$ cat src/design/tmdsrx_cfg.svh
`ifndef TMDSRX_CFG_SVH
`define TMDSRX_CFG_SVH

// Register byte offsets on the APB slave.
`define TRX_OFF_STATUS 12'h000
`define TRX_OFF_MASK   12'h004
`define TRX_OFF_STATE  12'h008

// Event bits shared by the status and mask registers.
`define TRX_EV_W    2
`define TRX_EV_LOST 0
`define TRX_EV_GAIN 1

// Bits of the read-only state register.
`define TRX_STATE_ACTIVE 0
`define TRX_STATE_PIXELS_PER_CLOCK_SELECT   1
`define TRX_STATE_STAGGER_SELECT_N_N 2
`define TRX_STATE_OE     3

// Reset value of the interrupt mask.
`define TRX_MASK_RST 2'h0

// Width of the activity counters.
`define TRX_CNT_W 20

// Layout of the synchronised pin vector.
`define TRX_IN_W     36
`define TRX_COMP_W   8
`define TRX_PIX_W    24
`define TRX_IN_LCLK  35
`define TRX_IN_DE    34
`define TRX_IN_RED   26
`define TRX_IN_GREEN 18
`define TRX_IN_BLUE  10
`define TRX_IN_RCTL  8
`define TRX_IN_GCTL  6
`define TRX_IN_BCTL  4
`define TRX_IN_STAGN 3
`define TRX_IN_PIXELS_PER_CLOCK_SELECT  2
`define TRX_IN_PDN   1
`define TRX_IN_PDON  0

// Control bit positions inside a lane's two-bit control field.
`define TRX_CTL_LO 0
`define TRX_CTL_HI 1

// Default pixel counts for losing and regaining the link.
`define TRX_LOST_PIX   1000000
`define TRX_RESUME_PIX 1600

`endif

$ cat src/design/tmdsrx_pkg.sv
package tmdsrx_pkg;

	`include "tmdsrx_cfg.svh"

	// Which half of a two-pixel pair the next captured pixel fills.
	typedef enum logic {
		PH_EVEN,
		PH_ODD
	} tmdsrx_phase_e;

	// Activity counter type.
	typedef logic [`TRX_CNT_W-1:0] tmdsrx_cnt_t;

	// Complete state of the receiver output stage.
	typedef struct packed {
		logic [`TRX_IN_W-1:0]  sync1;      // First synchroniser stage.
		logic [`TRX_IN_W-1:0]  sync2;      // Second synchroniser stage.
		logic                  lclk_prev;  // Link clock level one cycle back.
		tmdsrx_phase_e         phase;      // Pair position.
		logic [`TRX_PIX_W-1:0] even_pend;  // Even pixel waiting for its partner.
		logic [`TRX_PIX_W-1:0] odd_pend;   // Odd pixel waiting for the staggered slot.
		logic                  odd_late;   // Staggered odd load due next cycle.
		logic [`TRX_PIX_W-1:0] even;       // Even pixel outputs.
		logic [`TRX_PIX_W-1:0] odd;        // Odd pixel outputs.
		logic                  hsync;      // Horizontal sync output.
		logic                  vsync;      // Vertical sync output.
		logic                  de;         // Data enable output.
		logic                  channel_one_control;       // Channel one control output.
		logic                  channel_two_control;       // Channel two control output.
		logic                  output_data_clock;       // Output data clock.
		logic                  oe;         // Output enable of the pixel port.
		logic                  de_last;    // Data enable at the previous pixel.
		tmdsrx_cnt_t           idle;       // Pixels since the last enable edge.
		tmdsrx_cnt_t           res;        // Pixels of renewed activity.
		logic                  active;     // Link active flag.
		logic [`TRX_EV_W-1:0]  status;     // Sticky event bits.
		logic [`TRX_EV_W-1:0]  mask;       // Interrupt mask.
		logic                  irq;        // Interrupt output.
		logic                  pready;     // APB ready.
		logic [31:0]           prdata;     // APB read data.
		logic                  pslverr;    // APB error.
	} tmdsrx_state_s;

endpackage : tmdsrx_pkg

$ cat src/design/tmdsrx_output_stage.sv
// Decided for this implementation: the APB slave port and the register addresses.
`timescale 1ns/10ps
module tmdsrx_output_stage
	import tmdsrx_pkg::*;
#(
	parameter int LOST_PIX   = `TRX_LOST_PIX,
	parameter int RESUME_PIX = `TRX_RESUME_PIX
) (
	input  wire logic        ref_clk_i,
	input  wire logic        resetn_i,
	input  wire logic        link_reference_clock_i,
	input  wire logic        data_enable_i,
	input  wire logic [7:0]  red_data_lane_i,
	input  wire logic [7:0]  green_data_lane_i,
	input  wire logic [7:0]  blue_data_lane_i,
	input  wire logic [1:0]  red_lane_ctl_i,
	input  wire logic [1:0]  green_lane_ctl_i,
	input  wire logic [1:0]  blue_lane_ctl_i,
	input  wire logic        stagger_select_n_i,
	input  wire logic        pixels_per_clock_select_i,
	input  wire logic        global_power_down_n_i,
	input  wire logic        output_power_down_n_i,
	input  wire logic        psel_i,
	input  wire logic        penable_i,
	input  wire logic        pwrite_i,
	input  wire logic [11:0] paddr_i,
	input  wire logic [31:0] pwdata_i,
	output logic      [31:0] prdata_o,
	output logic             pready_o,
	output logic             pslverr_o,
	output logic             irq_o,
	output logic      [23:0] even_pixel_outputs_o,
	output logic      [23:0] odd_pixel_outputs_o,
	output logic             hsync_o,
	output logic             vsync_o,
	output logic             data_enable_o,
	output logic             channel_one_control_o,
	output logic             channel_two_control_o,
	output logic             output_data_clock_o,
	output logic             link_active_flag_o,
	output logic             outputs_oe_o
);

	// The counters must be able to hold both thresholds.
	initial begin
		if (LOST_PIX < 2 || LOST_PIX >= (1 << `TRX_CNT_W) || RESUME_PIX < 1 || RESUME_PIX >= LOST_PIX) begin
			$error("tmdsrx_output_stage: activity thresholds out of range");
		end
	end

	// Thresholds at counter width.
	localparam tmdsrx_cnt_t LOST_C   = tmdsrx_cnt_t'(LOST_PIX);
	localparam tmdsrx_cnt_t RESUME_C = tmdsrx_cnt_t'(RESUME_PIX);

	// Reset image: the link starts out idle, so no pixel counts as activity.
	localparam tmdsrx_state_s RST = '{
		phase:  PH_EVEN,
		idle:   LOST_C,
		mask:   `TRX_MASK_RST,
		default: '0
	};

	// Released reset copy used by everything below.
	logic [1:0]    rst_sync_q;  // Reset release synchroniser.
	logic          rst_n;       // Synchronised active-low reset.
	tmdsrx_state_s q;           // Registered state.
	tmdsrx_state_s d;           // Next state.

	// Decode of an APB byte address into {hit, index}; used for reads and writes.
	function automatic logic [2:0] reg_decode(input logic [11:0] addr);
		logic [2:0] r;
		r = 3'h0;
		case (addr)
			`TRX_OFF_STATUS: r = 3'h4;
			`TRX_OFF_MASK:   r = 3'h5;
			`TRX_OFF_STATE:  r = 3'h6;
			default:         r = 3'h0;
		endcase
		return r;
	endfunction : reg_decode

	// Reset is asserted at once and released two edges later.
	always_ff @(posedge ref_clk_i or negedge resetn_i) begin
		if (!resetn_i) begin
			rst_sync_q <= 2'h0;
		end else begin
			rst_sync_q <= {rst_sync_q[0], 1'b1};
		end
	end
	assign rst_n = rst_sync_q[1];

	// Every pin from the link or the board, packed for the synchroniser.
	logic [`TRX_IN_W-1:0] in_raw;
	assign in_raw = {link_reference_clock_i, data_enable_i, red_data_lane_i, green_data_lane_i,
		blue_data_lane_i, red_lane_ctl_i, green_lane_ctl_i, blue_lane_ctl_i, stagger_select_n_i,
		pixels_per_clock_select_i, global_power_down_n_i, output_power_down_n_i};

	// Synchronised views; only the second stage is read.
	logic                  lclk_s;   // Link clock level.
	logic                  rise;     // Rising link clock edge, one pixel.
	logic                  de_s;     // Incoming data enable.
	logic                  pix_s;    // Two-pixel mode.
	logic                  stagger_select_n_n_s; // Stagger select, active low.
	logic                  pd_n_s;   // Global power-down, active low.
	logic                  pdo_n_s;  // Output power-down, active low.
	logic [`TRX_PIX_W-1:0] pix_now;  // Pixel carried by the three lanes.
	logic                  tog;      // Data enable changed since last pixel.
	logic [2:0]            dec;      // Address decode result.
	logic                  access;   // APB access phase.
	logic [`TRX_EV_W-1:0]  ev;       // Events raised this cycle.
	logic [`TRX_EV_W-1:0]  clr;      // Status bits cleared by software.

	assign lclk_s   = q.sync2[`TRX_IN_LCLK];
	// The link clock period is the pixel time; each rising edge brings one pixel.
	assign rise     = lclk_s & ~q.lclk_prev;
	assign de_s     = q.sync2[`TRX_IN_DE];
	assign pix_s    = q.sync2[`TRX_IN_PIXELS_PER_CLOCK_SELECT];
	assign stagger_select_n_n_s = q.sync2[`TRX_IN_STAGN];
	assign pd_n_s   = q.sync2[`TRX_IN_PDN];
	assign pdo_n_s  = q.sync2[`TRX_IN_PDON];
	// During blanking the lanes carry control only, so the pixel reads as zero.
	assign pix_now  = de_s ? {q.sync2[`TRX_IN_RED +: `TRX_COMP_W], q.sync2[`TRX_IN_GREEN +: `TRX_COMP_W],
		q.sync2[`TRX_IN_BLUE +: `TRX_COMP_W]} : '0;
	assign tog      = de_s ^ q.de_last;
	assign dec      = reg_decode(paddr_i);
	assign access   = psel_i & penable_i;

	// Next-state logic for the whole block.
	always_comb begin
		d   = q;
		ev  = '0;
		clr = '0;
		d.sync1     = in_raw;
		d.sync2     = q.sync1;
		d.lclk_prev = lclk_s;
		d.odd_late  = 1'b0;
		d.pready    = 1'b0;

		// A staggered odd pixel lands one reference cycle after the even one.
		if (q.odd_late) begin
			d.odd = q.odd_pend;
		end

		// Either power-down pin releases the output port.
		d.oe = pd_n_s & pdo_n_s;

		// Output clock: follows the link in one-pixel mode, halves it in two-pixel mode.
		if (!pix_s) begin
			d.output_data_clock = lclk_s;
		end else if (rise) begin
			d.output_data_clock = ~q.output_data_clock;
		end

		if (rise) begin
			d.de_last = de_s;
			// Idle count restarts on every enable edge and saturates at the loss count.
			if (tog) begin
				d.idle = '0;
			end else if (q.idle != LOST_C) begin
				d.idle = q.idle + tmdsrx_cnt_t'(1);
			end
			if (q.active) begin
				// A silent enable for the full count marks the link inactive.
				if (d.idle == LOST_C) begin
					d.active = 1'b0;
					d.res    = '0;
					ev[`TRX_EV_LOST] = 1'b1;
				end
			end else begin
				// Renewed toggling must persist for the resume count.
				if (d.idle == LOST_C) begin
					d.res = '0;
				end else if (q.res == RESUME_C - tmdsrx_cnt_t'(1)) begin
					d.active = 1'b1;
					d.res    = '0;
					ev[`TRX_EV_GAIN] = 1'b1;
				end else begin
					d.res = q.res + tmdsrx_cnt_t'(1);
				end
			end

			// Pixel capture by mode.
			if (!pix_s) begin
				// One pixel per clock: even outputs carry every pixel.
				d.phase = PH_EVEN;
				d.even  = pix_now;
			end else if (q.phase == PH_EVEN) begin
				// First of a pair waits for its partner.
				d.even_pend = pix_now;
				d.phase     = PH_ODD;
			end else begin
				d.phase = PH_EVEN;
				d.even  = q.even_pend;
				if (stagger_select_n_n_s) begin
					d.odd = pix_now;
				end else begin
					d.odd_pend = pix_now;
					d.odd_late = 1'b1;
				end
			end
			// Control and sync follow the pixel that completes an output word.
			if (!pix_s || q.phase == PH_ODD) begin
				d.de    = de_s;
				d.hsync = q.sync2[`TRX_IN_BCTL + `TRX_CTL_LO];
				d.vsync = q.sync2[`TRX_IN_BCTL + `TRX_CTL_HI];
				d.channel_one_control  = q.sync2[`TRX_IN_GCTL + `TRX_CTL_LO];
				d.channel_two_control  = q.sync2[`TRX_IN_RCTL + `TRX_CTL_LO];
			end
		end

		// In one-pixel mode the odd bus is unused and forced low.
		if (!pix_s) begin
			d.odd      = '0;
			d.odd_late = 1'b0;
		end

		// APB: ready comes one cycle into the access phase, so each access takes two cycles.
		if (access && !q.pready) begin
			d.pready  = 1'b1;
			d.pslverr = ~dec[2];
			d.prdata  = 32'h0000_0000;
			// Decode on the full result so an unmapped address reads zero, not the status word.
			case (dec)
				3'h4:    d.prdata[`TRX_EV_W-1:0] = q.status;
				3'h5:    d.prdata[`TRX_EV_W-1:0] = q.mask;
				3'h6: begin
					d.prdata[`TRX_STATE_ACTIVE] = q.active;
					d.prdata[`TRX_STATE_PIXELS_PER_CLOCK_SELECT]   = pix_s;
					d.prdata[`TRX_STATE_STAGGER_SELECT_N_N] = stagger_select_n_n_s;
					d.prdata[`TRX_STATE_OE]     = q.oe;
				end
				default: d.prdata = 32'h0000_0000;
			endcase
		end
		// Writes take effect on the edge that completes the transfer.
		if (access && q.pready && pwrite_i && dec[2]) begin
			case (dec[1:0])
				2'h0:    clr    = pwdata_i[`TRX_EV_W-1:0];
				2'h1:    d.mask = pwdata_i[`TRX_EV_W-1:0];
				default: clr    = '0;
			endcase
		end

		// A new event outranks a simultaneous write-one clear.
		d.status = (q.status & ~clr) | ev;
		d.irq    = |(d.status & d.mask);
	end

	// Single register bank for the whole state.
	always_ff @(posedge ref_clk_i or negedge rst_n) begin
		if (!rst_n) begin
			q <= RST;
		end else begin
			q <= d;
		end
	end

	// Outputs straight from the state register; no output is tri-stated here, the flag included.
	assign prdata_o              = q.prdata;
	assign pready_o              = q.pready;
	assign pslverr_o             = q.pslverr;
	assign irq_o                 = q.irq;
	assign even_pixel_outputs_o  = q.even;
	assign odd_pixel_outputs_o   = q.odd;
	assign hsync_o               = q.hsync;
	assign vsync_o               = q.vsync;
	assign data_enable_o         = q.de;
	assign channel_one_control_o = q.channel_one_control;
	assign channel_two_control_o = q.channel_two_control;
	assign output_data_clock_o   = q.output_data_clock;
	assign link_active_flag_o    = q.active;
	assign outputs_oe_o          = q.oe;
endmodule : tmdsrx_output_stage

$ cat config.mk
export PLATFORM = sky130hd
export DESIGN_NAME = tmdsrx_output_stage
export DESIGN_NICKNAME = d
export VERILOG_FILES = /design/src/design/tmdsrx_pkg.sv /design/src/design/tmdsrx_output_stage.sv
export VERILOG_INCLUDE_DIRS = /design/src /design/src/design
export SDC_FILE = /design/constraint.sdc
export NUM_CORES = 1
export LEC_CHECK = 0
export BUFFER_PORTS_ARGS = -buffer_cell sky130_fd_sc_hd__buf_2
export CAP_MARGIN = 30
export CORE_UTILIZATION = 54
export DETAILED_ROUTE_END_ITERATION = 10
export PLACE_DENSITY = 0.87
export RECOVER_POWER = 100
export REMOVE_ABC_BUFFERS = 1
export SYNTH_ARGS = -nofsm -noshare
export SYNTH_HDL_FRONTEND = slang
export SYNTH_SLANG_ARGS = --single-unit
$ cat constraint.sdc
create_clock -name ref_clk_i -period 8.45 [get_ports ref_clk_i]
set_input_delay 0.845 -clock ref_clk_i [delete_from_list [all_inputs] [get_ports ref_clk_i]]
set_output_delay 0.845 -clock ref_clk_i [all_outputs]
set_load 0.1 [all_outputs]
==> results.cfg, run 1 <==
[synth]
synth.avg_cell_area_um2 = 10.09
syn_inst = 1023
synth.distinct_cells = 66
yosys_warnings = 0
synth_area_um2 = 10320
synthFlopType = dfrtp_1
synthTopCellsByArea = dfrtp_1, o21ai_0, nand2_1
yosys.area.top_type = dfrtp_1
synth_edf_count = 0
synth-seq-cells = 229
async_flop_share_pct = 100.0
yosysSeqAreaShare_pct = 55.60
yosysTopAreaCellShare_pct = 53.82

[critical_path]
critical_path_class = reg2reg
cp_slowest_cell = nand3_1
crit_chain = nor2b_2, clkbuf_1, nand3_1, o21ai_0
critPathMaxStageDelay_ns = 1.77
critical_path.top_delay_family = simple AND/OR/NAND/NOR gates
rrSetupSlack_ns = 3.65
crit_path_end_kind = register
worstSetupStartpointType = register
worstPathRequired_ns = 8.82
rr_worst_depth = 4
r2r_start = d[186]
cp.buffers_inverters = 1
rr_endpoint = q[162]
cp.depth = 4
path_max_fanout = 51
cp.arrival_ns = 5.18

[floorplan]
start_util_pct = 55.18
core_um2 = 18710
die_w_um = 140.3
rows = 50
die-area_um2 = 19670
ioPinCount = 176
dieHeight_um = 140.3

[global_routing]
track_usage_pct = 23.25
antenna_found_initial = 0
overflow = 0
grt_max_degree = 181
grt_pass1_wl_mm = 36.86
grt_pass1_vias = 7363

[final_layout]
post-route-util_pct = 59.85
regArea_um2 = 5739
multi_input_area_um2 = 3664
num-nets-final = 1153
area_growth_pct = 8.449
drive_gt1_share_pct = 11.79
fill_cells = 1511
antennaDiodeCount = 0

[sta]
max_freq_mhz = 208.2
rsz0062_at_grt = no
fin_setup_tns_ns = 0
relSlewSlack_pct = -80.91
min_period_ns = 4.803
tightest_slew_ns = 2.714
hold_violations = 0
period_share_pct = 56.84
slew_viol_final = 215
clock_skew_ns = 0.01006
finalSetupViolCount = 0
worst_slack_ns = 3.647

[placement]
gp_congestion = 0.8681
place_hpwl_mm = 13.79
pre_cts_ws_ns = 4.558
port_buffers = 115

[cts]
cts_buffers = 24
cts_buffer_depth = 3
cts.sinks = 229
clock_latency_ns = 0.51
cts_tree = built
post_cts_buffers = 0
cts_resized = 0
cts_max_level = 1
ctsHoldBuffers = 0
cts.reportedPaths.clkPinSlew_ns = 0.06
clock-root-buffer = clkbuf_16

[power]
clkPwrFrac_pct = 36.7
power-per-cell-area_nw_per_um2 = 266.0
p_comb_share_pct = 20.0
sw_frac_of_total_pct = 33.12
p_int_w = 0.001991
seqPwrFrac_pct = 43.3
leakage_nw = 4.949
power_switching_w = 0.0009862
vdd_drop_max_uv = 176.9

[drt]
dr.pass1.iters = 5
wire_per_inst_um = 17.25
drc_errors = 0
antenna_left = 0
first_iter_violations = 732
vias = 7670
wl_mm = 22.61
vias_per_cell = 5.850

[worst_hold_path]
min_path_type = in2async

[flow_run]
drv_cap = 4

[outcome]
violations = capacitance limit, slew limit
status = complete, but fails checks
==> Yosys cell counts (all sizes together), types with 10 or more instances <==
cell type / count
dfrtp: 222
nand4: 10
o21ai: 132
o22ai: 17
nand2: 173
nor3: 14
o31ai: 11
inv: 17
mux2i: 26
clkbuf: 43
a21oi: 35
and3: 15
nand3: 32
or3: 30
nor2: 28
buf: 98
==> layout by cell type, fill, tap and decap left out, types with 4 or more instances in the layout <==
master / count
a21oi_1: 35
a31oi_1: 8
and2_1: 6
and3_1: 13
buf_2: 50
buf_4: 5
clkbuf_1: 71
clkbuf_16: 25
clkbuf_8: 9
conb_1: 29
dfrtp_1: 222
dfstp_2: 7
ha_1: 7
inv_1: 17
mux2_2: 5
mux2i_1: 26
nand2_1: 173
nand3_1: 32
nand4_1: 9
nand4b_1: 4
nor2_1: 27
nor3_1: 14
nor4_1: 8
o21ai_0: 132
o22ai_1: 17
o311ai_0: 6
o31ai_1: 11
or2_2: 5
or3_1: 29
or4_1: 5
==> how the worst max path moves through the flow <==
stage / from / slack [ns] / to
6_report: d[186] / 3.65 / q[162]
5_1_grt: d[186] / 3.33 / q[159]
4_1_cts: q[60] / 4.54 / q[54]
3_5_place_dp: q[60] / 4.56 / q[56]
3_3_place_gp: q[60] / 4.63 / q[54]
2_1_floorplan: rst_sync_q[1] / 1.61 / channel_one_control_o
==> registers in the layout, summed over array words and instances (netlist names), 2 cells and up <==
| register | flops |
|---|---|
| q | 125 |
| d | 35 |
| even_pixel_outputs_o | 24 |
| odd_pixel_outputs_o | 24 |
| prdata_o | 4 |
| rst_sync_q | 2 |
==> cell type report <==
| cell class | instances | area share [%] |
|---|---|---|
| Sequential cell | 229 | 51.27 |
| Tap cell | 234 | 2.615 |
| Inverter | 17 | 0.5700 |
| Timing Repair Buffer | 126 | 5.298 |
| Clock buffer | 37 | 6.796 |
| Multi-Input combinational cell | 663 | 32.73 |
| Clock inverter | 5 | 0.7265 |
==> per-layer routing <==
metal	GRT usage (%)	vias to the layer above	share of wire, %
li1	-	3525	-
met5	0	-	0
met1	31.08	3777	43
met4	8.271	0	2.6
met2	38.95	322	48
met3	3.316	46	6.5
==> through the flow <==
step                      hold WS, ns  area [µm²]  std cells  total power, W
after CTS                      0.1011       11350       1311        0.003012
after detailed placement       0.3355       10510       1269        0.001915
final                          0.1136       11190       1311        0.002978
after global routing           0.1067       11190       1311        0.003095
after floorplan                0.3312        9513        909        0.001776
after global placement         0.3312       10480       1267        0.001892
==> power by group through the flow <==
stage               clock network [W]  logic [W]  registers [W]
floorplan                           0   0.000219        0.00156
global placement                    0   0.000595        0.00130
detailed placement                  0   0.000610        0.00130
CTS                           0.00111   0.000615        0.00129
global route                  0.00116   0.000634        0.00130
finish                        0.00109   0.000596        0.00129
==> cells by family (layout without fill, tap and decap cells) <==
group	after synthesis	after routing	synth area share [%]
AND/OR/NAND/NOR	352	352	16.56
flip-flops	229	229	55.60
XOR/XNOR	5	5	0.4243
adder cells (fa/ha/maj)	7	7	0.8484
multiplexers	32	32	3.176
buffers and inverters	158	185	9.442
other	2	29	0.07275
AO/OA/AOI/OAI	238	238	13.88
==> worst register-to-register path, delay by kind of cell, from the launching register on <==
kind | cells | cell delay, ns
buffers and inverters | 1 | 1.66
DFF | 1 | 0.39
AOI/OAI and AO/OA | 1 | 0.67
and+or+nand+nor | 2 | 1.95
Note: power is estimated with default switching activity, not from simulation.
==> inputs of run 2 (changes only) <==
Clock period 8.45 ns to 4.6 ns, I/O delays scaled along.
==> results.cfg, run 2 (same netlist as run 1, synthesis figures left out) <==
[outcome]
status = complete, but fails checks
violations = capacitance limit, slew limit

[critical_path]
critical_path_class = reg2reg
rrSetupSlack_ns = 0.86
path_max_fanout = 49
worstSetupStartpointType = register
worstPathRequired_ns = 4.96
cp.arrival_ns = 4.10
r2r_start = q[185]
rr_endpoint = q[179]
rr_worst_depth = 3
crit_path_end_kind = register

[final_layout]
final_common_cell = dfrtp_1
layout.cells.non_filler = 1315
regArea_um2 = 5739
multi_input_area_um2 = 3664
drive_gt1_share_pct = 11.19
final_area_um2 = 11080
area_growth_pct = 7.334
antennaDiodeCount = 0
largest_reg_flops = 125
fill_cells = 1532
num-nets-final = 1157
regMostFlops = q
final_cell_mix = dfrtp_1, nand2_1, o21ai_0

[cts]
cts_tree = built
cts_resized = 0
cts_buffers = 23
cts_buffer_depth = 3
cts_max_level = 1
cts.sinks = 229
cts.reportedPaths.clkPinSlew_ns = 0.06
clock_latency_ns = 0.50
clock-root-buffer = clkbuf_16

[floorplan]
dieHeight_um = 140.3
die_w_um = 140.3
ioPinCount = 176
die-area_um2 = 19670
core_um2 = 18710
rows = 50
start_util_pct = 55.18

[global_routing]
grt_pass1_vias = 7686
grt_pass1_wl_mm = 37.89
overflow = 0
track_usage_pct = 23.73
grt_max_degree = 64
antenna_found_initial = 0

[sta]
max_freq_mhz = 267.0
fin_setup_tns_ns = 0
clock_skew_ns = 0.01066
worst_slack_ns = 0.8553
period_share_pct = 81.41
rsz0062_at_grt = no
relSlewSlack_pct = -37.69
slew_viol_final = 207
tightest_slew_ns = 2.065
min_period_ns = 3.745
hold_violations = 0
finalSetupViolCount = 0

[placement]
gp_congestion = 0.9083
placedInstanceArea_um2 = 10530
pre_cts_ws_ns = 1.422
place_inst = 1273
port_buffers = 115
place_hpwl_mm = 14.45

[drt]
antenna_left = 0
drc_errors = 0
wl_mm = 23.12
first_iter_violations = 851
vias_per_cell = 5.922
vias = 7788
dr.pass1.iters = 5
wire_per_inst_um = 17.58

[worst_hold_path]
hold_depth = 1
hold-path-endpoint = d[200]
min_from = blue_data_lane_i[3]
min_path_type = in2reg

[flow_run]
drv_cap = 4

[power]
power-per-cell-area_nw_per_um2 = 474.7
leakage_nw = 4.880
power_w = 0.005260
vdd_drop_max_uv = 341.2
-- run 2: cell types whose count changed in the layout (fill, tap and decap cells not counted), sizes merged --
| cell | change |
|---|---|
| buf | +1 |
| bufinv | -1 |
| clkbuf | +1 |
| clkinv | +1 |
| clkinvlp | +1 |
| dlygate4sd3 | +1 |
-- run 2: where the power goes --
part           switching, W  internal, W
clock network      0.000746      0.00105
registers          0.000166      0.00222
logic              0.000892     0.000194
-- run 2: layout make-up --
cell class | count | share of cell area [%]
well taps | 234 | 2.643
clock inverters | 6 | 0.5534
repair buffers | 131 | 5.398
inverters | 17 | 0.5759
flip-flops and latches | 229 | 51.80
clock buffers | 35 | 5.963
multi-input cells | 663 | 33.07
-- run 2: worst max-delay path by stage --
| stage | start | end | slack [ns] |
|---|---|---|---|
| after global placement | q[60] | q[54] | 1.50 |
| after CTS | q[60] | q[51] | 1.41 |
| after detailed placement | q[60] | q[56] | 1.42 |
| after global routing | q[185] | q[167] | 0.63 |
| final | q[185] | q[179] | 0.86 |
| after floorplan | rst_sync_q[1] | channel_one_control_o | -2.24 |
-- run 2: metal layers --
metal	wire, µm	share of wire [%]	GRT usage (%)
met3	1523	6.6	2.906
met4	786	3.4	9.832
met2	11170	48	39.34
met1	9645	42	31.84
met5	0	0	0
-- run 2: stage by stage --
stage	util, %	hold WS (ns)
floorplan	-	0.1644
global placement	56.28	0.2455
detailed placement	56.28	0.2467
CTS	60.19	0.05127
global route	59.23	0.04965
finish	59.23	0.06268
-- run 2: what timing repair did --
action / CTS / global route
hold buffers: 1 / 0
hold endpoints to repair: 2 / 0
buffers inserted: 0 / 0
-- run 2: critical path, stage by stage (launching register included) --
cell and delay [ns]:
dfrtp_1 0.75, inv_1 0.81, nand3_1 1.37, o21ai_0 0.65
